==> config.mk <==
export PLATFORM = sky130hd
export DESIGN_NAME = hrs_sequencer
export DESIGN_NICKNAME = d
export VERILOG_FILES = /design/src/hdl/hrs_pkg.sv /design/src/hdl/hrs_timer.sv /design/src/hdl/hrs_sequencer.sv
export SDC_FILE = /design/constraint.sdc
export NUM_CORES = 1
export LEC_CHECK = 0
export BUFFER_PORTS_ARGS = -buffer_cell sky130_fd_sc_hd__buf_2
export CORE_UTILIZATION = 50
export DETAILED_ROUTE_END_ITERATION = 16
export GPL_TIMING_DRIVEN = 0
export PLACE_DENSITY_LB_ADDON = 0.12
export SYNTH_ARGS = -nofsm -noshare
export SYNTH_HDL_FRONTEND = slang
export SYNTH_SLANG_ARGS = --single-unit
==> constraint.sdc <==
create_clock -name clk -period 8.7 [get_ports clk]
set_input_delay 0.435 -clock clk [delete_from_list [all_inputs] [get_ports clk]]
set_output_delay 0.435 -clock clk [all_outputs]
set_load 0.05 [all_outputs]
==> src/hdl/hrs_pkg.sv <==
package hrs_pkg;
	// Clock
	localparam int CLK_HZ              = 25000000;
	// Times in their own units
	localparam int T_RECOVERY_US       = 500;
	localparam int T_EEPROM_MAX_US     = 99500;
	localparam int T_ATTACH_MAX_MS     = 100;
	localparam int T_REQUEST_MAX_MS    = 5;
	localparam int T_BUSPWR_LOAD_US    = 99500;
	// Derived cycle counts; every division is exact at 25 MHz, so none round
	localparam int RECOVERY_CYC        = (CLK_HZ / 1000000) * T_RECOVERY_US;
	localparam int EEPROM_MAX_CYC      = (CLK_HZ / 1000000) * T_EEPROM_MAX_US;
	localparam int ATTACH_MAX_CYC      = (CLK_HZ / 1000) * T_ATTACH_MAX_MS;
	localparam int REQUEST_MAX_CYC     = (CLK_HZ / 1000) * T_REQUEST_MAX_MS;
	localparam int BUSPWR_LOAD_CYC     = (CLK_HZ / 1000000) * T_BUSPWR_LOAD_US;
	// Field layout and reset values
	localparam int NUM_PORTS           = 3;
	localparam int ADDR_W              = 7;
	localparam int CNT_W               = 32;
	localparam logic [6:0] DEFAULT_ADDR = 7'h00;
	localparam logic [2:0] PORT_PWR_OFF = 3'h0;

	typedef enum logic [2:0] {
		HRS_RECOVER   = 3'b000,
		HRS_EEPROM    = 3'b001,
		HRS_SMB_WAIT  = 3'b010,
		HRS_APPLY     = 3'b011,
		HRS_ATTACHED  = 3'b100,
		HRS_FAULT     = 3'b101
	} hrs_state_e;
endpackage

==> src/hdl/hrs_timer.sv <==
`timescale 1ns/1ps
module hrs_timer
	import hrs_pkg::*;
#(
	parameter int WIDTH = 32
)
(
	input  wire logic             clk,
	input  wire logic             reset,
	input  wire logic             restart,
	input  wire logic [WIDTH-1:0] limit,
	output logic                  expired
);
	logic [WIDTH-1:0] count_r;
	logic [WIDTH-1:0] count_nxt;
	logic             expired_r;
	logic             expired_nxt;

	always_comb
	begin
		count_nxt = count_r;
		expired_nxt = expired_r;
		if (restart)
		begin
			count_nxt = '0;
			expired_nxt = 1'b0;
		end
		else if (!expired_r)
		begin
			// Saturate so a long wait cannot wrap into a false expiry
			if (count_r + 1'b1 >= limit)
				expired_nxt = 1'b1;
			else
				count_nxt = count_r + 1'b1;
		end
	end

	always_ff @(posedge clk or posedge reset)
	begin
		if (reset)
		begin
			count_r <= '0;
			expired_r <= 1'b0;
		end
		else
		begin
			count_r <= count_nxt;
			expired_r <= expired_nxt;
		end
	end

	assign expired = expired_r;
endmodule

==> src/hdl/hrs_sequencer.sv <==
`timescale 1ns/1ps
module hrs_sequencer
	import hrs_pkg::*;
#(
	parameter int RECOVERY_CYCLES   = RECOVERY_CYC,
	parameter int EEPROM_MAX_CYCLES = EEPROM_MAX_CYC,
	parameter int ATTACH_MAX_CYCLES = ATTACH_MAX_CYC,
	parameter int REQUEST_CYCLES    = REQUEST_MAX_CYC,
	parameter int BUSPWR_CYCLES     = BUSPWR_LOAD_CYC
)
(
	input  wire logic                 clk,
	input  wire logic                 reset,
	input  wire logic                 smbusModeSel,
	input  wire logic                 selfPowered,
	input  wire logic                 eepromDone,
	input  wire logic                 smbusLoadDone,
	input  wire logic                 applyDone,
	input  wire logic                 usbBusReset,
	input  wire logic                 suspendReq,
	input  wire logic                 setAddrValid,
	input  wire logic [ADDR_W-1:0]    setAddrValue,
	input  wire logic                 setConfig,
	input  wire logic                 portPowerReq,
	input  wire logic                 requestStart,
	input  wire logic                 requestDone,
	output logic                      operational,
	output logic                      eepromFetch,
	output logic                      smbusEnable,
	output logic                      applyConfig,
	output logic                      usbAttach,
	output logic                      configFault,
	output logic [ADDR_W-1:0]         deviceAddr,
	output logic                      configured,
	output logic [NUM_PORTS-1:0]      downstream_port_power_en,
	output logic                      ttFlush,
	output logic                      suspended,
	output logic                      requestTimeout,
	output logic                      downstreamReset
);
	hrs_state_e          state_r;
	hrs_state_e          state_nxt;
	logic                restart;
	logic [CNT_W-1:0]    limit;
	logic                expired;
	logic [ADDR_W-1:0]   addr_r;
	logic [ADDR_W-1:0]   addr_nxt;
	logic                cfg_r;
	logic                cfg_nxt;
	logic [NUM_PORTS-1:0] pwr_r;
	logic [NUM_PORTS-1:0] pwr_nxt;
	logic                flush_r;
	logic                flush_nxt;
	logic                susp_r;
	logic                susp_nxt;
	logic                reqBusy_r;
	logic                reqBusy_nxt;
	logic                reqTo_r;
	logic                reqTo_nxt;
	logic                fault_r;
	logic                fault_nxt;
	logic                reqRestart;
	logic                reqExpired;

	// Phase timer; restarted on every state change
	hrs_timer #(.WIDTH(CNT_W)) phaseTimer (
		.clk     (clk),
		.reset   (reset),
		.restart (restart),
		.limit   (limit),
		.expired (expired)
	);

	// Request completion watchdog
	hrs_timer #(.WIDTH(CNT_W)) reqTimer (
		.clk     (clk),
		.reset   (reset),
		.restart (reqRestart),
		.limit   (CNT_W'(REQUEST_CYCLES)),
		.expired (reqExpired)
	);

	always_comb
	begin
		state_nxt = state_r;
		fault_nxt = fault_r;
		limit = CNT_W'(RECOVERY_CYCLES);
		unique case (state_r)
			HRS_RECOVER:
			begin
				limit = CNT_W'(RECOVERY_CYCLES);
				if (expired)
					state_nxt = smbusModeSel ? HRS_SMB_WAIT : HRS_EEPROM;
			end
			HRS_EEPROM:
			begin
				limit = CNT_W'(EEPROM_MAX_CYCLES);
				if (eepromDone)
					state_nxt = HRS_APPLY;
				else if (expired)
				begin
					// Give up on a dead EEPROM and attach with defaults
					fault_nxt = 1'b1;
					state_nxt = HRS_APPLY;
				end
			end
			HRS_SMB_WAIT:
			begin
				limit = CNT_W'(BUSPWR_CYCLES);
				if (smbusLoadDone)
					state_nxt = HRS_APPLY;
				else if (!selfPowered && expired)
				begin
					fault_nxt = 1'b1;
					state_nxt = HRS_APPLY;
				end
			end
			HRS_APPLY:
			begin
				limit = CNT_W'(ATTACH_MAX_CYCLES);
				// Attach on apply done, or forced at the deadline
				if (applyDone || expired)
					state_nxt = HRS_ATTACHED;
			end
			HRS_ATTACHED:
				limit = CNT_W'(ATTACH_MAX_CYCLES);
			default:
				state_nxt = HRS_RECOVER;
		endcase
		restart = (state_nxt != state_r);
	end

	always_comb
	begin
		addr_nxt = addr_r;
		cfg_nxt = cfg_r;
		pwr_nxt = pwr_r;
		flush_nxt = 1'b0;
		susp_nxt = susp_r;
		reqBusy_nxt = reqBusy_r;
		reqTo_nxt = 1'b0;
		reqRestart = 1'b1;
		if (state_r == HRS_ATTACHED)
		begin
			if (usbBusReset)
			begin
				addr_nxt = DEFAULT_ADDR;
				cfg_nxt = 1'b0;
				pwr_nxt = PORT_PWR_OFF;
				flush_nxt = 1'b1;
				susp_nxt = 1'b0;
				reqBusy_nxt = 1'b0;
			end
			else
			begin
				if (setAddrValid)
					addr_nxt = setAddrValue;
				if (setConfig)
					cfg_nxt = 1'b1;
				if (cfg_r)
					pwr_nxt = {NUM_PORTS{portPowerReq}};
				susp_nxt = suspendReq;
				if (requestStart)
					reqBusy_nxt = 1'b1;
				else if (requestDone)
					reqBusy_nxt = 1'b0;
				if (reqBusy_r && !requestDone)
					reqRestart = 1'b0;
				if (reqBusy_r && reqExpired)
				begin
					reqTo_nxt = 1'b1;
					reqBusy_nxt = 1'b0;
				end
			end
		end
	end

	// Async reset takes the state machine back to recovery
	always_ff @(posedge clk or posedge reset)
	begin
		if (reset)
		begin
			state_r <= HRS_RECOVER;
			fault_r <= 1'b0;
			addr_r <= DEFAULT_ADDR;
			cfg_r <= 1'b0;
			pwr_r <= PORT_PWR_OFF;
			flush_r <= 1'b0;
			susp_r <= 1'b0;
			reqBusy_r <= 1'b0;
			reqTo_r <= 1'b0;
		end
		else
		begin
			state_r <= state_nxt;
			fault_r <= fault_nxt;
			addr_r <= addr_nxt;
			cfg_r <= cfg_nxt;
			pwr_r <= pwr_nxt;
			flush_r <= flush_nxt;
			susp_r <= susp_nxt;
			reqBusy_r <= reqBusy_nxt;
			reqTo_r <= reqTo_nxt;
		end
	end

	logic op_r;
	logic fetch_r;
	logic smbEn_r;
	logic apply_r;
	logic attach_r;

	always_ff @(posedge clk or posedge reset)
	begin
		if (reset)
		begin
			op_r <= 1'b0;
			fetch_r <= 1'b0;
			smbEn_r <= 1'b0;
			apply_r <= 1'b0;
			attach_r <= 1'b0;
		end
		else
		begin
			op_r <= (state_nxt != HRS_RECOVER);
			fetch_r <= (state_nxt == HRS_EEPROM);
			smbEn_r <= (state_nxt == HRS_SMB_WAIT);
			apply_r <= (state_nxt == HRS_APPLY);
			attach_r <= (state_nxt == HRS_ATTACHED);
		end
	end

	assign operational = op_r;
	assign eepromFetch = fetch_r;
	assign smbusEnable = smbEn_r;
	assign applyConfig = apply_r;
	assign usbAttach = attach_r;
	assign configFault = fault_r;
	assign deviceAddr = addr_r;
	assign configured = cfg_r;
	assign downstream_port_power_en = pwr_r;
	assign ttFlush = flush_r;
	assign suspended = susp_r;
	assign requestTimeout = reqTo_r;
	// Upstream reset never reaches downstream ports
	assign downstreamReset = 1'b0;
endmodule

==> run_results.csv, run 1 <==
group,metric,value,unit
outcome,status,"complete, no violations",
route,drcViolationCount,0,
synthesis,yosysSeqAreaShare,0.380,
sta,finalSetupViolCount,0,
clock_network,postCtsSetupBuffers,0,
route,wire_per_inst,17.1,µm
sta,slew_headroom,0.386,
die,die_h,110,µm
clock_network,clock_latency,0.34,ns
sta,finClkSkew,0.00857,ns
job,maxCapViolCount,0,
route,routed_wl,14400,µm
global_routing,grt_util_met1,0.390,
critical_path,r2r-end,"phaseTimer.count_r[9]",
hold_path,hp-class,"in2async",
sta,finalHoldViolCount,0,
pwr,p_leak,2.91,nW
layout,utilization,0.587,
die,placeableCoreArea,0.0111,mm²
global_routing,grt_usage,0.257,
die,die-width,110,µm
synthesis,synthesis.nets,682,
sta,finalCriticalPeriod,4.34,ns
clock_network,path_clk_slew,0.07,ns
synthesis,yosys-top-cells-count,"dfrtp_1, nand2_1, o21ai_0",
critical_path,cp_max_fo,10,
place,dp.cells,826,
synthesis,synthArstFlopShare,1.00,
pwr,totalPowerFinal,0.000858,W
synthesis,synth_area_leaders,"dfrtp_1, o31ai_1, ha_1, nand2_1, xnor2_1",
clock_network,ctsHoldBuffers,0,
pwr,ir_drop,0.126,mV
global_routing,grt_use_met3,0.0368,
die,io_pins,42,
route,ant_nets,0,
global_routing,use_met2,0.375,
synthesis,syn_area_per_cell,8.98,µm²
critical_path,worstRegToRegCells,14,
place,place_area,0.00620,mm²
synthesis,yosys.area.top_type,"dfrtp_1",
layout,drive_gt1_frac,0.127,
clock_network,cts_max_path_buffers,2,
sta,worst_slew_pin_slew,0.897,ns
synthesis,synth_cells,645,
sta,max_freq,230,MHz
synthesis,synth_warnings,0,
global_routing,grt_pass1_vias,4636,
synthesis,yosysMostFrequentCell,"dfrtp_1",
clock_network,numClockSinks,88,
sta,fin_setup_tns,0,ns
sta,finalCritPeriodShare,0.499,
place,dp_hpwl,10200,µm
synthesis,synth_ff_type,"dfrtp_1",
route,drt-initial-drc-count,577,
place,gp_congestion,0.868,
synthesis,synth-seq-cells,88,
route,viasPerCell,6.36,
place,io_buffers,40,
clock_network,numCtsBuffers,9,
die,rows,38,
layout,fin_area,0.00651,mm²
sta,maxSlewViolCount,0,
global_routing,grt.busiest_layer,"met1",
synthesis,synth.distinct_cells,67,
clock_network,cts_resized,0,
route,drt-pass1-iter-count,5,
layout,nets,735,
route,vias,5357,
global_routing,grt_antenna_before_repair,0,
layout,antenna_cells,0,
critical_path,arrival,4.58,ns
die,dieArea,0.0120,mm²
layout,fillers,971,
synthesis,synth_edf_count,0,
critical_path,r2r-start,"state_r[0]",
synthesis,synth_area,0.00579,mm²
critical_path,cp-start-kind,"flop",
global_routing,grt_pass1_wl,23700,µm
die,initial_core_util,0.523,
global_routing,grt_max_degree,70,
clock_network,cts-root-buf,"clkbuf_16",
layout,area_growth,12.3,%
critical_path,crit_type,"reg2reg",
critical_path,endpoint_kind,"flop",
critical_path,reg2reg_slack,4.36,ns
clock_network,cts-htree-levels,3,
critical_path,critPathRequiredTime,8.93,ns
synthesis,synth_top_area_frac,0.380,
clock_network,cts_tree,"built",
global_routing,globalRouteOverflowTotal,0,
layout,finalNonFillerCells,842,
pwr,p_per_area,132,mW/mm²
sta,grt_setup_unrepaired,"false",
-- layer usage --
| layer | part of all wire | vias up |
|---|---|---|
| li1 | - | 2545 |
| met1 | 0.49 | 2604 |
| met2 | 0.43 | 195 |
| met3 | 0.069 | 13 |
| met4 | 0.010 | 0 |
| met5 | 0 | - |
-- cell families (layout without fill, tap and decap cells) --
logic type / Yosys count / in the layout / synth area share
AOI/OAI and AO/OA: 165 / 165 / 0.210
and+or+nand+nor: 273 / 273 / 0.263
xor gates and xnor gates: 30 / 30 / 0.0454
buffers and inverters: 62 / 119 / 0.0482
DFF: 88 / 88 / 0.380
muxes: 10 / 10 / 0.0175
other: 1 / 1 / 0.000647
adders and majority gates: 16 / 16 / 0.0346
-- layout make-up --
type | instances | area, µm² | share of cell area
multi-input combinational | 495 | 3310 | 0.509
clock inverter | 5 | 65.1 | 0.0100
timing repair buffer | 42 | 233 | 0.0358
tap | 140 | 175 | 0.0269
sequential | 88 | 2200 | 0.338
inverter | 19 | 73.8 | 0.0113
buffer | 43 | 208 | 0.0319
clock buffer | 10 | 239 | 0.0367
-- worst max-delay path by stage --
stage	start	endpoint	slack (ns)	cells after the start
3_3_place_gp	state_r[0]	phaseTimer.count_r[18]	4.59	15
4_1_cts	state_r[0]	phaseTimer.count_r[19]	4.47	14
2_1_floorplan	phaseTimer.count_r[2]	phaseTimer.count_r[3]	5.20	16
3_5_place_dp	state_r[0]	phaseTimer.count_r[19]	4.49	14
6_report	state_r[0]	phaseTimer.count_r[9]	4.36	14
5_1_grt	state_r[0]	phaseTimer.count_r[19]	4.05	14
-- flip-flops by register name, summed over array words and instances, names as in the netlist, 3 cells and up --
signal / flops
deviceAddr: 7
state_r: 3
reqTimer.count_r: 32
phaseTimer.count_r: 32
-- critical path: stages, from the launching register on --
cell,delay [ns]
dfrtp_1,0.41
clkbuf_1,0.35
nand2_1,0.15
o21ai_0,0.60
inv_1,0.22
nand2_1,0.15
ha_1,0.25
a2111oi_0,0.35
o21ai_0,0.17
a31oi_1,0.22
a311oi_1,0.14
o311a_1,0.33
clkbuf_1,0.24
or4_1,0.49
mux2i_1,0.14
-- metrics by stage --
stage | setup slack [ns] | hold slack (ns)
floorplan | 5.20 | 0.489
global placement | 4.59 | 0.445
detailed placement | 4.49 | 0.419
CTS | 4.47 | 0.0486
global route | 4.05 | 0.0728
finish | 4.36 | 0.0513
-- placed cells by master (no fill, tap or decap), types with 8 or more instances in the layout --
cell       instances
and4_1             8
nor2b_1            8
a31oi_1           14
clkbuf_16          9
nor3_1            15
nand2b_1          23
xnor2_1           21
o31ai_1           27
inv_1             18
and2_1            25
nand4_1           24
a21oi_1           13
dfrtp_1           88
o311ai_0          15
and3_1            26
xor2_1             9
buf_2             49
or3_1             14
nand3_1           25
a41oi_1            8
ha_1              16
clkbuf_1          27
nor2_1            26
o21ai_0           34
nand2_1           52
mux2i_1            9
-- power by group --
group,internal (W),switching [W],total [W]
registers,0.000412,0.00000295,0.000415
clock network,0.000231,0.000168,0.000399
logic,0.0000125,0.0000309,0.0000434
total,0.000656,0.000202,0.000858
Power figures use the tool's default switching activity.
==> run 2, diff against run 1 <==
==> constraint.sdc (replaced) <==
create_clock -name clk -period 3.84 [get_ports clk]
set_input_delay 0.192 -clock clk [delete_from_list [all_inputs] [get_ports clk]]
set_output_delay 0.192 -clock clk [all_outputs]
set_load 0.05 [all_outputs]
==> run 2 against run 1 <==
Sequential cell count did not move. Die area did not move. Final area rose by 5.6%. Sequential share of layout area fell by 1.6 points. Hold slack improved by 0.042 ns. Non-clock buffer count rose by 20. Final cell count rose by 2.4%. Clock power rose by 130%. Via count rose by 2.4%. Wire length rose by 6.3%. Register-to-register slack got worse by 4.3 ns. Worst setup slack got worse by 4.3 ns.
==> run_results.csv, run 2 (same netlist as run 1, synthesis figures left out) <==
group,metric,value,unit
clock_network,clock_latency,0.35,ns
global_routing,grt_antenna_before_repair,0,
route,vias,5484,
route,drt-pass1-iter-count,5,
clock_network,cts-htree-levels,3,
route,drcViolationCount,0,
place,dp_hpwl,10200,µm
critical_path,critPathRequiredTime,4.06,ns
hold_path,hold_path_startpoint,"suspendReq",
critical_path,crit_path_start,"phaseTimer.count_r[11]",
pwr,ir_drop,0.284,mV
global_routing,grt_max_degree,70,
sta,maxSlewViolCount,0,
route,ant_nets,0,
route,wire_per_inst,17.8,µm
layout,layout_commonest_cell,"dfrtp_1",
sta,slew_headroom,0.402,
sta,finalHoldViolCount,0,
clock_network,numClockSinks,88,
die,placeableCoreArea,0.0111,mm²
place,dp_slack,-0.367,ns
layout,area_growth,18.7,%
pwr,totalPowerFinal,0.00195,W
job,maxCapViolCount,0,
critical_path,worstRegToRegCells,14,
layout,drive_gt1_frac,0.209,
sta,worst_slack,0.0385,ns
clock_network,path_clk_slew,0.07,ns
place,dp.cells,826,
place,gp_congestion,0.868,
layout,nets,755,
place,io_buffers,40,
sta,max_freq,263,MHz
critical_path,cp_max_fo,10,
route,viasPerCell,6.36,
pwr,p_leak,3.10,nW
clock_network,cts_max_path_buffers,2,
sta,grt_setup_unrepaired,"true",
critical_path,arrival,4.02,ns
critical_path,endpoint_kind,"flop",
clock_network,numCtsBuffers,9,
die,dieArea,0.0120,mm²
die,initial_core_util,0.523,
die,rows,38,
layout,antenna_cells,0,
global_routing,grt_pass1_vias,4716,
critical_path,crit_type,"reg2reg",
sta,finalSetupViolCount,0,
global_routing,grt_pass1_wl,24000,µm
sta,finClkSkew,0.00925,ns
clock_network,cts_tree,"built",
route,drt-initial-drc-count,606,
sta,worst_slew_pin_slew,0.890,ns
global_routing,grt_usage,0.259,
sta,finalCriticalPeriod,3.80,ns
sta,finalCritPeriodShare,0.990,
global_routing,globalRouteOverflowTotal,0,
critical_path,cp-start-kind,"flop",
pwr,p_per_area,284,mW/mm²
layout,fillers,921,
clock_network,cts-root-buf,"clkbuf_16",
layout,layout_common_cells,"dfrtp_1, nand2_1, buf_2",
outcome,status,"complete, no violations",
die,io_pins,42,
critical_path,r2r-start,"phaseTimer.count_r[11]",
route,routed_wl,15300,µm
hold_path,holdPathStages,3,
hold_path,hp-class,"in2reg",
layout,finalNonFillerCells,862,
die,die-width,110,µm
die,die_h,110,µm
-- run 2: changes by cell type in the layout (fill, tap and decap cells not counted), moves of 3 or more --
cell      before  now
o31ai_1       27   23
nor2_1        26   23
clkbuf_2       2    5
dfrtp_2        0   10
o311ai_1       0    8
clkbuf_1      27   20
o31ai_2        0    3
dfrtp_1       88   78
o311ai_0      15    5
nand3_1       25   22
nor2_2         0    3
buf_4          3   25
-- run 2: layout make-up --
class	instances	area (µm²)	share of cell area
Buffer	40	210	0.0306
Clock buffer	10	239	0.0348
Clock inverter	5	65.1	0.00946
Inverter	19	73.8	0.0107
Multi-Input combinational cell	495	3490	0.507
Sequential cell	88	2210	0.322
Tap cell	140	175	0.0255
Timing Repair Buffer	65	408	0.0593
-- run 2: repair_timing --
| item | 4_1_cts | 5_1_grt |
|---|---|---|
| setup endpoints to repair | 33 | 41 |
| setup buffers | 10 | 12 |
| gates cloned | 0 | 0 |
| hold endpoints to repair | 19 | 0 |
| pin swaps | 2 | 9 |
| hold buffers | 1 | 0 |
| resized for setup | 16 | 54 |
-- run 2: through the flow --
stage / area (µm²) / hold slack, ns / TNS [ns] / utilization
2_1_floorplan: 5790 / 0.337 / 0 / -
3_3_place_gp: 6170 / 0.431 / -5.66 / 0.557
3_5_place_dp: 6200 / 0.176 / -7.98 / 0.560
4_1_cts: 6630 / 0.0886 / 0 / 0.598
5_1_grt: 6870 / 0.0963 / -1.67 / 0.621
6_report: 6870 / 0.0928 / 0 / 0.621
-- run 2: power breakdown --
group | internal, W | total (W) | switching [W]
clock network | 0.000524 | 0.000915 | 0.000390
registers | 0.000934 | 0.000941 | 0.00000656
logic | 0.0000290 | 0.0000991 | 0.0000701
-- run 2: worst paths after layout --
kind	slack (ns)	end
worst max-delay path	0.04	phaseTimer.count_r[7]
worst min-delay path	0.09	suspended
worst max register to register	0.04	phaseTimer.count_r[7]
worst min register to register	0.46	configFault
max in group asynchronous	2.87	phaseTimer.count_r[10]
min in group asynchronous	0.35	reqTimer.count_r[21]
-- run 2: critical path, stage by stage (launching register included) --
cell       delay [ns]
dfrtp_1          0.44
nand4_1          0.26
or3_4            0.46
nor3_4           0.13
nand3_2          0.12
xnor2_2          0.17
ha_1             0.21
or3_1            0.37
mux2i_1          0.20
o2111ai_2        0.19
or2_1            0.26
buf_6            0.14
clkbuf_2         0.21
o311ai_1         0.39
o31ai_2          0.12
-- run 2: metal layers --
metal / vias to the layer above / track usage / wire length, µm
met3: 17 / 0.0379 / 1200
met5: - / 0 / 0
li1: 2570 / - / -
met2: 229 / 0.382 / 6680
met4: 0 / 0.0848 / 204
met1: 2668 / 0.389 / 7240
==> run 3, diff against run 2 <==
--- a/config.mk
+++ b/config.mk
@@ -6,6 +6,7 @@
 export NUM_CORES = 1
 export LEC_CHECK = 0
 export BUFFER_PORTS_ARGS = -buffer_cell sky130_fd_sc_hd__buf_2
+export CORE_ASPECT_RATIO = 1.2
 export CORE_UTILIZATION = 50
 export DETAILED_ROUTE_END_ITERATION = 16
 export GPL_TIMING_DRIVEN = 0
==> run 3 against run 2 <==
Sequential cell count unchanged. Sequential share of layout area shrank 0.23 points. Worst setup slack gained 0.050 ns. Critical path depth unchanged.
==> run_results.csv, run 3 (same netlist as run 1, synthesis figures left out) <==
group,metric,value,unit
outcome,status,"complete, no violations",
route,ant_nets,0,
pwr,totalPowerFinal,0.00197,W
clock_network,cts_max_path_buffers,2,
route,routed_wl,15400,µm
global_routing,grt_antenna_before_repair,0,
clock_network,path_clk_slew,0.07,ns
sta,slew_headroom,0.196,
global_routing,grt_max_degree,65,
job,maxCapViolCount,0,
layout,fillers,969,
pwr,p_leak,3.08,nW
die,io_pins,42,
die,placeableCoreArea,0.0111,mm²
layout,antenna_cells,0,
die,dieArea,0.0120,mm²
critical_path,path_delay_family,"simple AND/OR/NAND/NOR gates",
sta,hold_slack,0.0888,ns
critical_path,path_cells,"nand4_1 -> or3_4 -> nor3_2 -> nand3_1 -> xnor2_1 -> ha_1 -> or3_1 -> mux2i_1 -> o2111ai_2 -> or2_1 -> buf_6 -> buf_2 -> o311ai_0 -> o31ai_1",
critical_path,r2r-end,"phaseTimer.count_r[8]",
sta,finalHoldViolCount,0,
hold_path,holdPathEnd,"suspended",
sta,finalCriticalPeriod,3.75,ns
hold_path,hp-class,"in2reg",
critical_path,r2r-start,"phaseTimer.count_r[14]",
route,drt-initial-drc-count,267,
critical_path,worstRegToRegCells,14,
sta,maxSlewViolCount,0,
route,wire_per_inst,17.5,µm
layout,layout_common_cells,"dfrtp_1, nand2_1, buf_2",
place,io_buffers,40,
critical_path,crit_cells,14,
route,vias,5369,
sta,max_freq,267,MHz
hold_path,holdPathStages,3,
global_routing,grt_pass1_wl,24600,µm
layout,drive_gt1_frac,0.208,
place,gp_congestion,0.933,
sta,finClkSkew,0.00779,ns
pwr,ir_drop,0.263,mV
route,viasPerCell,6.13,
layout,layout_commonest_cell,"dfrtp_1",
sta,finalSetupViolCount,0,
die,rows,42,
critical_path,crit_type,"reg2reg",
critical_path,arrival,3.96,ns
layout,utilization,0.620,
layout,nets,755,
hold_path,hold_path_startpoint,"suspendReq",
critical_path,path_buf_inv,2,
critical_path,critPathRequiredTime,4.05,ns
critical_path,max_stage_delay,0.44,ns
critical_path,cp-start-kind,"flop",
die,die-width,100,µm
die,initial_core_util,0.520,
critical_path,reg2reg_slack,0.09,ns
route,drt-pass1-iter-count,4,
route,drcViolationCount,0,
clock_network,clock_latency,0.34,ns
sta,worst_slew_pin_slew,1.19,ns
global_routing,grt_pass1_vias,5143,
global_routing,grt_usage,0.257,
pwr,p_per_area,285,mW/mm²
die,die_h,120,µm
clock_network,cts-htree-levels,3,
place,dp_hpwl,10400,µm
clock_network,numCtsBuffers,9,
critical_path,cp_max_fo,10,
critical_path,endpoint_kind,"flop",
sta,finalCritPeriodShare,0.977,
clock_network,cts_tree,"built",
critical_path,critPathSlowestCell,"dfrtp_1",
layout,area_growth,19.2,%
clock_network,cts-root-buf,"clkbuf_16",
sta,grt_setup_unrepaired,"true",
clock_network,numClockSinks,88,
global_routing,globalRouteOverflowTotal,0,
==> run 3: power breakdown <==
| group | internal [W] | switching (W) |
|---|---|---|
| clock | 0.000568 | 0.000360 |
| combinational | 0.0000288 | 0.0000700 |
| sequential | 0.000934 | 0.00000667 |
==> run 3: worst max path at each step <==
stage,startpoint,slack [ns],end
3_3_place_gp,phaseTimer.count_r[2],-0.29,phaseTimer.count_r[8]
4_1_cts,state_r[2],0.001,phaseTimer.count_r[7]
5_1_grt,phaseTimer.count_r[14],-0.09,phaseTimer.count_r[18]
6_report,phaseTimer.count_r[14],0.09,phaseTimer.count_r[8]
2_1_floorplan,phaseTimer.count_r[2],0.34,phaseTimer.count_r[3]
3_5_place_dp,state_r[0],-0.31,phaseTimer.count_r[16]
==> run 3: through the flow <==
| stage | instance area (µm²) | std cells | TNS (ns) | worst slack (ns) |
|---|---|---|---|---|
| 2_1_floorplan | 5790 | 645 | 0 | 0.344 |
| 3_3_place_gp | 6190 | 839 | -5.18 | -0.288 |
| 3_5_place_dp | 6220 | 840 | -6.08 | -0.308 |
| 4_1_cts | 6590 | 857 | 0 | 0.00118 |
| 5_1_grt | 6910 | 876 | -0.960 | -0.0929 |
| 6_report | 6910 | 876 | 0 | 0.0884 |
==> run 3: what timing repair did <==
item | in CTS | in global routing
hold buffers | 1 | 0
pin swaps | 1 | 9
resized for setup | 15 | 57
hold endpoints to repair | 24 | 0
endpoints found under the setup margin | 33 | 33
setup buffers | 2 | 21
==> run 3: metal layers <==
layer	global-route usage	vias up	part of all wire
li1	-	2584	-
met5	0	-	0
met1	0.310	2579	0.41
met4	0.129	0	0.035
met3	0.0384	44	0.040
met2	0.441	162	0.51
==> run 3: cell type report <==
class                           count  area, µm²  area share
Buffer                             40        213      0.0308
Clock buffer                       10        229      0.0331
Tap cell                          154        193      0.0279
Multi-Input combinational cell    495       3500       0.506
Sequential cell                    88       2210       0.320
Timing Repair Buffer               65        410      0.0594
Inverter                           19       73.8      0.0107
Clock inverter                      5       81.3      0.0118
==> run 3: tightest hold or removal path, stage by stage <==
cell and delay [ns]:
buf_2 0.08, nand3b_1 0.06, nand2_1 0.06
